### config.mk
export PLATFORM = sky130hd
export DESIGN_NAME = gpb_port
export DESIGN_NICKNAME = d
export VERILOG_FILES = /design/src/gpb_pkg.sv /design/src/gpb_port.sv /design/src/gpb_pin.sv /design/src/gpb_intr.sv
export SDC_FILE = /design/constraint.sdc
export NUM_CORES = 1
export LEC_CHECK = 0
export ABC_AREA = 0
export BUFFER_PORTS_ARGS = -buffer_cell sky130_fd_sc_hd__buf_2
export CAP_MARGIN = 5
export CORE_UTILIZATION = 40
export CTS_BUF_LIST = sky130_fd_sc_hd__clkbuf_2 sky130_fd_sc_hd__clkbuf_4 sky130_fd_sc_hd__clkbuf_8
export DETAILED_ROUTE_END_ITERATION = 8
export GPL_ROUTABILITY_DRIVEN = 0
export PLACE_DENSITY = 0.82
export SYNTH_ARGS = -nofsm -noshare
export SYNTH_HDL_FRONTEND = slang
export SYNTH_SLANG_ARGS = --single-unit
### constraint.sdc
create_clock -name I_SYS_CLK -period 2.1 [get_ports I_SYS_CLK]
set_input_delay 0.105 -clock I_SYS_CLK [delete_from_list [all_inputs] [get_ports I_SYS_CLK]]
set_output_delay 0.105 -clock I_SYS_CLK [all_outputs]
set_load 0.02 [all_outputs]
### src/gpb_pkg.sv
package gpb_pkg;
	// ----------------------------------------
	// Bus geometry
	// ----------------------------------------
	localparam int unsigned ADDR_W = 12;
	localparam int unsigned IDX_W  = 8;
	localparam int unsigned DATA_W = 32;
	localparam int unsigned PORT_W = 8;
	localparam int unsigned IRQ_W  = 2;

	// ----------------------------------------
	// Register indexes, byte address is four times
	// ----------------------------------------
	localparam logic [IDX_W-1:0] IDX_DATA   = 8'h06;
	localparam logic [IDX_W-1:0] IDX_OPTION = 8'h81;
	localparam logic [IDX_W-1:0] IDX_DIR    = 8'h86;
	localparam logic [IDX_W-1:0] IDX_STATUS = 8'h10;
	localparam logic [IDX_W-1:0] IDX_CLEAR  = 8'h11;
	localparam logic [IDX_W-1:0] IDX_ENABLE = 8'h12;
	localparam logic [IDX_W-1:0] IDX_CTRL   = 8'h13;

	// ----------------------------------------
	// Field positions
	// ----------------------------------------
	localparam int unsigned OPT_PULLUP_N_BIT = 7;
	localparam int unsigned OPT_EDGE_BIT     = 6;
	localparam int unsigned CTRL_EXT_BIT     = 0;
	localparam int unsigned IRQ_EXT_BIT      = 0;
	localparam int unsigned IRQ_CHANGE_BIT   = 1;
	localparam int unsigned PIN_EXT          = 0;
	localparam int unsigned PIN_PROG_CLK     = 6;
	localparam int unsigned PIN_PROG_DATA    = 7;
	localparam int unsigned CHANGE_LO        = 4;
	localparam int unsigned CHANGE_W         = 4;

	// ----------------------------------------
	// Reset values
	// ----------------------------------------
	localparam logic [PORT_W-1:0] RST_DIR    = 8'hFF;
	localparam logic [PORT_W-1:0] RST_OPTION = 8'hFF;
	localparam logic [PORT_W-1:0] POR_DATA   = 8'h00;
	localparam logic [PORT_W-1:0] RST_CTRL   = 8'h00;
	localparam logic [IRQ_W-1:0]  RST_IRQ    = 2'h0;
	localparam logic [PORT_W-1:0] RST_LEVEL  = 8'h00;
endpackage : gpb_pkg

### src/gpb_port.sv
// Added by the designer: the APB register port.
`timescale 1ns/1ps
module gpb_port (
	input  wire logic                          I_SYS_CLK,
	input  wire logic                          I_RESET,
	input  wire logic                          I_POWER_ON,
	input  wire logic                          I_PSEL,
	input  wire logic                          I_PENABLE,
	input  wire logic                          I_PWRITE,
	input  wire logic [gpb_pkg::ADDR_W-1:0]    I_PADDR,
	input  wire logic [gpb_pkg::DATA_W-1:0]    I_PWDATA,
	input  wire logic [3:0]                    I_PSTRB,
	output logic                               O_PREADY,
	output logic      [gpb_pkg::DATA_W-1:0]    O_PRDATA,
	output logic                               O_PSLVERR,
	input  wire logic [gpb_pkg::PORT_W-1:0]    I_PIN,
	output logic      [gpb_pkg::PORT_W-1:0]    O_PIN_OUT,
	output logic      [gpb_pkg::PORT_W-1:0]    O_PIN_OE,
	output logic      [gpb_pkg::PORT_W-1:0]    O_PULLUP_EN,
	output logic      [gpb_pkg::PORT_W-1:0]    O_SCHMITT_SEL,
	input  wire logic                          I_PROG_MODE,
	input  wire logic                          I_PROG_DATA_OUT,
	input  wire logic                          I_PROG_DATA_OE,
	output logic                               O_PROG_CLK,
	output logic                               O_PROG_DATA,
	output logic                               O_IRQ
);
	// ----------------------------------------
	// Declarations
	// ----------------------------------------
	logic [gpb_pkg::PORT_W-1:0]   second_port_data;
	logic [gpb_pkg::PORT_W-1:0]   second_port_direction;
	logic [gpb_pkg::PORT_W-1:0]   timer_and_port_options;
	logic [gpb_pkg::PORT_W-1:0]   port_ctrl;
	logic [gpb_pkg::PORT_W-1:0]   level;
	logic [gpb_pkg::PORT_W-1:0]   read_view;
	logic [gpb_pkg::PORT_W-1:0]   override;
	logic [gpb_pkg::PORT_W-1:0]   override_out;
	logic [gpb_pkg::PORT_W-1:0]   override_oe;
	logic [gpb_pkg::CHANGE_W-1:0] change_ref;
	logic [gpb_pkg::CHANGE_W-1:0] change_diff;
	logic [gpb_pkg::IRQ_W-1:0]    irq_event;
	logic [gpb_pkg::IRQ_W-1:0]    irq_status;
	logic [gpb_pkg::IRQ_W-1:0]    irq_enable;
	logic [gpb_pkg::IDX_W-1:0]    idx;
	logic [gpb_pkg::DATA_W-1:0]   next_prdata;
	logic                         next_pslverr;
	logic                         pullup_disable_n;
	logic                         ext_interrupt_edge_select;
	logic                         ext_source_en;
	logic                         pin0_prev;
	logic                         rise0;
	logic                         fall0;
	logic                         ext_event;
	logic                         change_event;
	logic                         setup_phase;
	logic                         access_phase;
	logic                         wr_ok;
	logic                         rd_ok;
	logic                         addr_ok;
	logic                         wr_data;
	logic                         wr_dir;
	logic                         wr_option;
	logic                         wr_ctrl;
	logic                         wr_clear;
	logic                         wr_enable;
	logic                         rd_data;

	// ----------------------------------------
	// APB decode
	// ----------------------------------------
	assign idx          = I_PADDR[gpb_pkg::IDX_W+1:2];
	assign setup_phase  = I_PSEL & ~I_PENABLE;
	assign access_phase = I_PSEL & I_PENABLE;
	// Only the low byte lane carries register bits
	assign wr_ok        = access_phase & I_PWRITE & I_PSTRB[0] & addr_ok;
	assign rd_ok        = access_phase & ~I_PWRITE & addr_ok;
	assign wr_data      = wr_ok & (idx == gpb_pkg::IDX_DATA);
	assign wr_dir       = wr_ok & (idx == gpb_pkg::IDX_DIR);
	assign wr_option    = wr_ok & (idx == gpb_pkg::IDX_OPTION);
	assign wr_ctrl      = wr_ok & (idx == gpb_pkg::IDX_CTRL);
	assign wr_clear     = wr_ok & (idx == gpb_pkg::IDX_CLEAR);
	assign wr_enable    = wr_ok & (idx == gpb_pkg::IDX_ENABLE);
	assign rd_data      = rd_ok & (idx == gpb_pkg::IDX_DATA);

	always_comb begin
		addr_ok = 1'b0;
		if (I_PADDR[1:0] == 2'h0 && I_PADDR[gpb_pkg::ADDR_W-1:gpb_pkg::IDX_W+2] == 2'h0) begin
			case (idx)
				gpb_pkg::IDX_DATA,
				gpb_pkg::IDX_DIR,
				gpb_pkg::IDX_OPTION,
				gpb_pkg::IDX_STATUS,
				gpb_pkg::IDX_CLEAR,
				gpb_pkg::IDX_ENABLE,
				gpb_pkg::IDX_CTRL: begin
					addr_ok = 1'b1;
				end
				default: begin
					addr_ok = 1'b0;
				end
			endcase
		end
	end

	// Write-only clear register reads as zero
	always_comb begin
		next_prdata = '0;
		case (idx)
			gpb_pkg::IDX_DATA: begin
				next_prdata[gpb_pkg::PORT_W-1:0] = read_view;
			end
			gpb_pkg::IDX_DIR: begin
				next_prdata[gpb_pkg::PORT_W-1:0] = second_port_direction;
			end
			gpb_pkg::IDX_OPTION: begin
				next_prdata[gpb_pkg::PORT_W-1:0] = timer_and_port_options;
			end
			gpb_pkg::IDX_STATUS: begin
				next_prdata[gpb_pkg::IRQ_W-1:0] = irq_status;
			end
			gpb_pkg::IDX_ENABLE: begin
				next_prdata[gpb_pkg::IRQ_W-1:0] = irq_enable;
			end
			gpb_pkg::IDX_CTRL: begin
				next_prdata[gpb_pkg::PORT_W-1:0] = port_ctrl;
			end
			default: begin
				next_prdata = '0;
			end
		endcase
	end

	assign next_pslverr = ~addr_ok;
	// Zero wait states: read data is caught in the setup cycle
	assign O_PREADY     = 1'b1;

	always_ff @(posedge I_SYS_CLK) begin
		if (I_RESET) begin
			O_PRDATA  <= '0;
			O_PSLVERR <= 1'b0;
		end else if (setup_phase) begin
			O_PRDATA  <= next_prdata;
			O_PSLVERR <= next_pslverr;
		end
	end

	// ----------------------------------------
	// Port registers
	// ----------------------------------------
	// Only power-on gives a value, other resets keep the latch
	always_ff @(posedge I_SYS_CLK) begin
		if (I_RESET) begin
			if (I_POWER_ON) begin
				second_port_data <= gpb_pkg::POR_DATA;
			end
		end else if (wr_data) begin
			second_port_data <= I_PWDATA[gpb_pkg::PORT_W-1:0];
		end
	end

	always_ff @(posedge I_SYS_CLK) begin
		if (I_RESET) begin
			second_port_direction <= gpb_pkg::RST_DIR;
		end else if (wr_dir) begin
			second_port_direction <= I_PWDATA[gpb_pkg::PORT_W-1:0];
		end
	end

	always_ff @(posedge I_SYS_CLK) begin
		if (I_RESET) begin
			timer_and_port_options <= gpb_pkg::RST_OPTION;
		end else if (wr_option) begin
			timer_and_port_options <= I_PWDATA[gpb_pkg::PORT_W-1:0];
		end
	end

	always_ff @(posedge I_SYS_CLK) begin
		if (I_RESET) begin
			port_ctrl <= gpb_pkg::RST_CTRL;
		end else if (wr_ctrl) begin
			port_ctrl <= I_PWDATA[gpb_pkg::PORT_W-1:0];
		end
	end

	assign pullup_disable_n          = timer_and_port_options[gpb_pkg::OPT_PULLUP_N_BIT];
	assign ext_interrupt_edge_select = timer_and_port_options[gpb_pkg::OPT_EDGE_BIT];
	assign ext_source_en             = port_ctrl[gpb_pkg::CTRL_EXT_BIT];

	// Output pins read back their own latch, inputs read the pad
	assign read_view = (level & second_port_direction) | (second_port_data & ~second_port_direction);

	// ----------------------------------------
	// Pin cells
	// ----------------------------------------
	always_comb begin
		override                             = '0;
		override_out                         = '0;
		override_oe                          = '0;
		override[gpb_pkg::PIN_PROG_CLK]      = I_PROG_MODE;
		override[gpb_pkg::PIN_PROG_DATA]     = I_PROG_MODE;
		override_out[gpb_pkg::PIN_PROG_DATA] = I_PROG_DATA_OUT;
		override_oe[gpb_pkg::PIN_PROG_DATA]  = I_PROG_DATA_OE;
	end

	for (genvar n = 0; n < gpb_pkg::PORT_W; n++) begin : g_pin
		gpb_pin u_pin (
			.i_clk              (I_SYS_CLK),
			.i_reset            (I_RESET),
			.i_dir              (second_port_direction[n]),
			.i_data             (second_port_data[n]),
			.i_pullup_disable_n (pullup_disable_n),
			.i_pin              (I_PIN[n]),
			.i_override         (override[n]),
			.i_override_out     (override_out[n]),
			.i_override_oe      (override_oe[n]),
			.o_pin_out          (O_PIN_OUT[n]),
			.o_pin_oe           (O_PIN_OE[n]),
			.o_pullup_en        (O_PULLUP_EN[n]),
			.o_level            (level[n])
		);
	end

	assign O_PROG_CLK  = level[gpb_pkg::PIN_PROG_CLK];
	assign O_PROG_DATA = level[gpb_pkg::PIN_PROG_DATA];

	// ----------------------------------------
	// Input buffer selection
	// ----------------------------------------
	always_comb begin
		O_SCHMITT_SEL                        = '0;
		O_SCHMITT_SEL[gpb_pkg::PIN_EXT]      = ext_source_en;
		O_SCHMITT_SEL[gpb_pkg::PIN_PROG_CLK] = I_PROG_MODE;
		O_SCHMITT_SEL[gpb_pkg::PIN_PROG_DATA] = I_PROG_MODE;
	end

	// ----------------------------------------
	// External interrupt edge
	// ----------------------------------------
	always_ff @(posedge I_SYS_CLK) begin
		if (I_RESET) begin
			pin0_prev <= 1'b0;
		end else begin
			pin0_prev <= level[gpb_pkg::PIN_EXT];
		end
	end

	assign rise0     = level[gpb_pkg::PIN_EXT] & ~pin0_prev;
	assign fall0     = ~level[gpb_pkg::PIN_EXT] & pin0_prev;
	assign ext_event = ext_source_en & (ext_interrupt_edge_select ? rise0 : fall0);

	// ----------------------------------------
	// Change detect
	// ----------------------------------------
	// Mismatch keeps setting the flag until software reads the port
	always_ff @(posedge I_SYS_CLK) begin
		if (I_RESET) begin
			change_ref <= '0;
		end else if (rd_data) begin
			change_ref <= level[gpb_pkg::CHANGE_LO +: gpb_pkg::CHANGE_W];
		end
	end

	assign change_diff  = (level[gpb_pkg::CHANGE_LO +: gpb_pkg::CHANGE_W] ^ change_ref)
		& second_port_direction[gpb_pkg::CHANGE_LO +: gpb_pkg::CHANGE_W];
	assign change_event = |change_diff;

	always_comb begin
		irq_event                          = '0;
		irq_event[gpb_pkg::IRQ_EXT_BIT]    = ext_event;
		irq_event[gpb_pkg::IRQ_CHANGE_BIT] = change_event;
	end

	// ----------------------------------------
	// Interrupt registers
	// ----------------------------------------
	gpb_intr u_intr (
		.i_clk       (I_SYS_CLK),
		.i_reset     (I_RESET),
		.i_event     (irq_event),
		.i_clear_wr  (wr_clear),
		.i_enable_wr (wr_enable),
		.i_wdata     (I_PWDATA[gpb_pkg::IRQ_W-1:0]),
		.o_status    (irq_status),
		.o_enable    (irq_enable),
		.o_irq       (O_IRQ)
	);
endmodule : gpb_port

### src/gpb_pin.sv
`timescale 1ns/1ps
module gpb_pin (
	input  wire logic i_clk,
	input  wire logic i_reset,
	input  wire logic i_dir,
	input  wire logic i_data,
	input  wire logic i_pullup_disable_n,
	input  wire logic i_pin,
	input  wire logic i_override,
	input  wire logic i_override_out,
	input  wire logic i_override_oe,
	output logic      o_pin_out,
	output logic      o_pin_oe,
	output logic      o_pullup_en,
	output logic      o_level
);
	// ----------------------------------------
	// Pad drive, direction bit set means input
	// ----------------------------------------
	assign o_pin_out   = i_override ? i_override_out : i_data;
	assign o_pin_oe    = i_override ? i_override_oe : ~i_dir;
	assign o_pullup_en = i_dir & ~i_pullup_disable_n;

	// ----------------------------------------
	// Input sample
	// ----------------------------------------
	always_ff @(posedge i_clk) begin
		if (i_reset) begin
			o_level <= 1'b0;
		end else begin
			o_level <= i_pin;
		end
	end
endmodule : gpb_pin

### src/gpb_intr.sv
`timescale 1ns/1ps
module gpb_intr (
	input  wire logic                        i_clk,
	input  wire logic                        i_reset,
	input  wire logic [gpb_pkg::IRQ_W-1:0]   i_event,
	input  wire logic                        i_clear_wr,
	input  wire logic                        i_enable_wr,
	input  wire logic [gpb_pkg::IRQ_W-1:0]   i_wdata,
	output logic      [gpb_pkg::IRQ_W-1:0]   o_status,
	output logic      [gpb_pkg::IRQ_W-1:0]   o_enable,
	output logic                             o_irq
);
	logic [gpb_pkg::IRQ_W-1:0] next_status;

	// ----------------------------------------
	// Sticky status, set wins over clear
	// ----------------------------------------
	always_comb begin
		next_status = o_status;
		if (i_clear_wr) begin
			next_status = next_status & ~i_wdata;
		end
		next_status = next_status | i_event;
	end

	always_ff @(posedge i_clk) begin
		if (i_reset) begin
			o_status <= gpb_pkg::RST_IRQ;
		end else begin
			o_status <= next_status;
		end
	end

	always_ff @(posedge i_clk) begin
		if (i_reset) begin
			o_enable <= gpb_pkg::RST_IRQ;
		end else if (i_enable_wr) begin
			o_enable <= i_wdata;
		end
	end

	assign o_irq = |(o_status & o_enable);
endmodule : gpb_intr

==> out/metrics.csv <==
stage,metric,value,unit
worst_setup_path,cp_common_cell,or4_1,
clock_tree,cts_max_level,3,
synthesis,synth_compound_area_share,14.3,%
drt,wl,7.52,mm
power,p_per_area,696,nW/um2
worst_hold_path,holdCritPathClass,in2reg,
timing,tightestPinTransition,0.642,ns
power,p_leak,1.65,nW
placement,portBuffers,76,
synthesis,synthTopCellsByArea,"dfxtp_1, buf_4, edfxtp_1",
timing,setup_viol,0,
synthesis,synthMuxAreaShare,7.21,%
synthesis,synth_xor_area_share,1.10,%
drt,viasPerCell,5.02,
worst_setup_path,critPathLaunchType,input port,
cells_and_area,final_cell_mix,"buf_2, dfxtp_1, nor2_1, nor2b_1, conb_1",
timing,totalNegativeSetupSlack,0,ns
worst_setup_path,slowest_delay,0.69,ns
timing,slew-limit-headroom,56.8,%
synthesis,synthCells,342,
drt,vias,2570,
synthesis,synth_top_family_by_area,simple AND/OR/NAND/NOR gates,
die,die_w,91.3,um
clock_tree,clock_latency,0.34,ns
synthesis,synth.distinct_cells,50,
worst_setup_path,crit_type,in2reg,
placement,dpl.hpwl,5.43,mm
synthesis,ys_seq_area_share,38.9,%
cells_and_area,multiInputGateArea,1520,um2
power,pwr-share-seq,45.7,%
timing,fin_skew,0.00527,ns
synthesis,synth_warnings,0,
power,sw_frac_of_total,24.8,%
timing,clock.fmax,620,MHz
drt,drc,0,
worst_setup_path,crit_chain,"buf_2, or4_1, or4_1, mux2i_1, nor2_1",
grt,grt_pass1_wl,11.9,mm
synthesis,synthAdderAreaFrac,0,%
drt,ant_nets,0,
worst_setup_path,cp_max_fo,5,
die,ioPinCount,134,
synthesis,synth_edf_count,8,
die,die_y,91.3,um
clock_tree,numCtsBuffers,9,
synthesis,async_flop_share,0,%
cells_and_area,final_common_cell,buf_2,
timing,final_max_slew_viol_count,0,
clock_tree,clkSinkCount,58,
die,core_area,7730,um2
clock_tree,cts_setup_buffers,0,
synthesis,synth_top_area_cell,dfxtp_1,
synthesis,synth_top_area_share,31.4,%
die,die_area,8340,um2
flow_run,maxCapViolations,0,
placement,dp.cells,488,
worst_setup_path,end_kind,register,
worst_setup_path,crit_arrival,1.84,ns
synthesis,synthSimpleGateAreaFrac,21.4,%
cells_and_area,fin_cells,512,
grt,grt_pass1_vias,2417,
cells_and_area,nets,470,
drt,wl_per_cell,14.7,um
power,internal_power,0.00194,W
cells_and_area,n_antenna_cell,0,
outcome,status,"finished, final reports clean",
grt,grt_antenna_before_repair,0,
drt,drt_iter0_drc,153,
clock_tree,clkTransAtPathRegs,0.06,ns
clock_tree,cts_tree,done,
power,p_switching,0.000638,W
synthesis,synth.cell_area,3190,um2
power,p_clk_share,42.6,%
worst_hold_path,worstHoldPathCells,2,
drt,firstDrtPassIters,4,
cells_and_area,fillers,763,
grt,grt_max_degree,35,
synthesis,ys_ff_latch,58,
power,max-vdd-ir-drop,0.397,mV
die,initial_utilization,41.3,%
worst_setup_path,cp_slowest_cell,or4_1,
clock_tree,clock_path_buffers,2,
power,combPwrFrac,11.7,%
cells_and_area,drive_above_1_share,29.8,%
timing,rsz0062_at_grt,no,
grt,grt_usage,18.3,%
clock_tree,cts_root_buf,clkbuf_8,
timing,period_share,76.8,%
timing,final_hold_viol_count,0,
grt,grt_overflow_total,0,
cells_and_area,seq_area,1240,um2
synthesis,synth_ff_type,dfxtp_1,
worst_setup_path,cp.required,2.32,ns
cells_and_area,area_growth,15.8,%
timing,finalCriticalPeriod,1.61,ns
clock_tree,cts-resized-gates,0,
synthesis,avgSynthCellArea,9.33,um2
worst_setup_path,r2r_cells,4,
die,placement_rows,32,
[power by group through the flow]
stage	registers, W	logic, W	clock network (W)
2_1_floorplan	0.00121	0.000228	0
3_3_place_gp	0.00120	0.000285	0
3_5_place_dp	0.00120	0.000290	0
4_1_cts	0.00118	0.000302	0.00111
5_1_grt	0.00118	0.000327	0.00116
6_report	0.00118	0.000302	0.00110
[layout make-up]
type                    count  share of cell area [%]
well taps                 102                    3.45
flip-flops and latches     58                    33.6
inverters                   8                   0.812
multi-input cells         230                    41.0
clock buffers              14                    4.87
repair buffers             98                    15.3
clock inverters             2                   0.948
[worst max-delay path, delay by kind of cell]
family        cells  cell delay (ns)
simple gates      3             1.36
mux               1             0.24
buf+inv           1             0.12
[per-layer routing]
layer / GRT usage, % / up-vias / part of all wire [%]
met4: 6.35 / 0 / 1.4
met5: 0 / - / 0
met1: 21.6 / 1222 / 42
met3: 6.20 / 12 / 7.3
met2: 30.9 / 98 / 49
li1: - / 1238 / -
[cell usage after synthesis (2+ instances only)]
| library cell | instances |
|---|---|
| buf_4 | 59 |
| dfxtp_1 | 50 |
| nor2_1 | 42 |
| nor2b_1 | 34 |
| a211o_1 | 16 |
| mux2i_1 | 14 |
| clkbuf_1 | 11 |
| nand2_1 | 9 |
| o21ai_0 | 9 |
| edfxtp_1 | 8 |
| inv_1 | 8 |
| mux2_2 | 8 |
| a211oi_1 | 7 |
| a22o_1 | 7 |
| a221oi_1 | 5 |
| nor3_1 | 4 |
| a21oi_1 | 3 |
| a31oi_1 | 3 |
| nand3b_1 | 3 |
| a311oi_1 | 2 |
| a41o_1 | 2 |
| and3_1 | 2 |
| conb_1 | 2 |
| nand2b_1 | 2 |
| nand4b_1 | 2 |
| nand4bb_1 | 2 |
| nor4_4 | 2 |
| or4_1 | 2 |
| xnor2_1 | 2 |
| xor2_1 | 2 |
[final timing paths]
kind                       startpoint                       end  slack (ns)
setup / recovery           I_PADDR[7]             change_ref[3]        0.49
hold / removal            I_PWDATA[3]  second_port_direction[3]        0.02
setup reg to reg  second_port_data[1]               O_PRDATA[1]        0.64
hold reg to reg           O_PRDATA[2]               O_PRDATA[2]        0.50
[per-stage QoR]
stage	setup slack (ns)	power, W	util, %	hold WS (ns)	instance area [um2]
after floorplan	0.0798	0.00144	-	0.223	3300
after global placement	0.179	0.00148	44.0	0.317	3400
after detailed placement	0.130	0.00149	44.0	0.317	3400
after CTS	0.478	0.00259	47.8	0.0138	3700
after global routing	0.431	0.00267	47.8	0.0164	3700
final	0.487	0.00257	47.8	0.0203	3700
[flip-flops by register name, indices dropped and copies added, names as in the netlist]
name / flops
O_PSLVERR: 1
u_intr.o_enable: 2
second_port_data: 8
timer_and_port_options: 8
u_intr.o_status: 2
second_port_direction: 8
change_ref: 4
O_PRDATA: 8
pin0_prev: 1
g_pin.u_pin.o_level: 8
port_ctrl: 8
[kinds of logic after synthesis]
logic type | count (synthesis)
flops | 58
buf+inv | 82
simple gates | 115
mux | 22
compound gates | 59
xor+xnor | 4
other cells | 2
[repair_timing]
action | CTS | global route
setup endpoints to repair | 0 | 0
hold buffers | 8 | 0
endpoints found under the hold margin | 8 | 0
(Power assumes the default switching activity.)
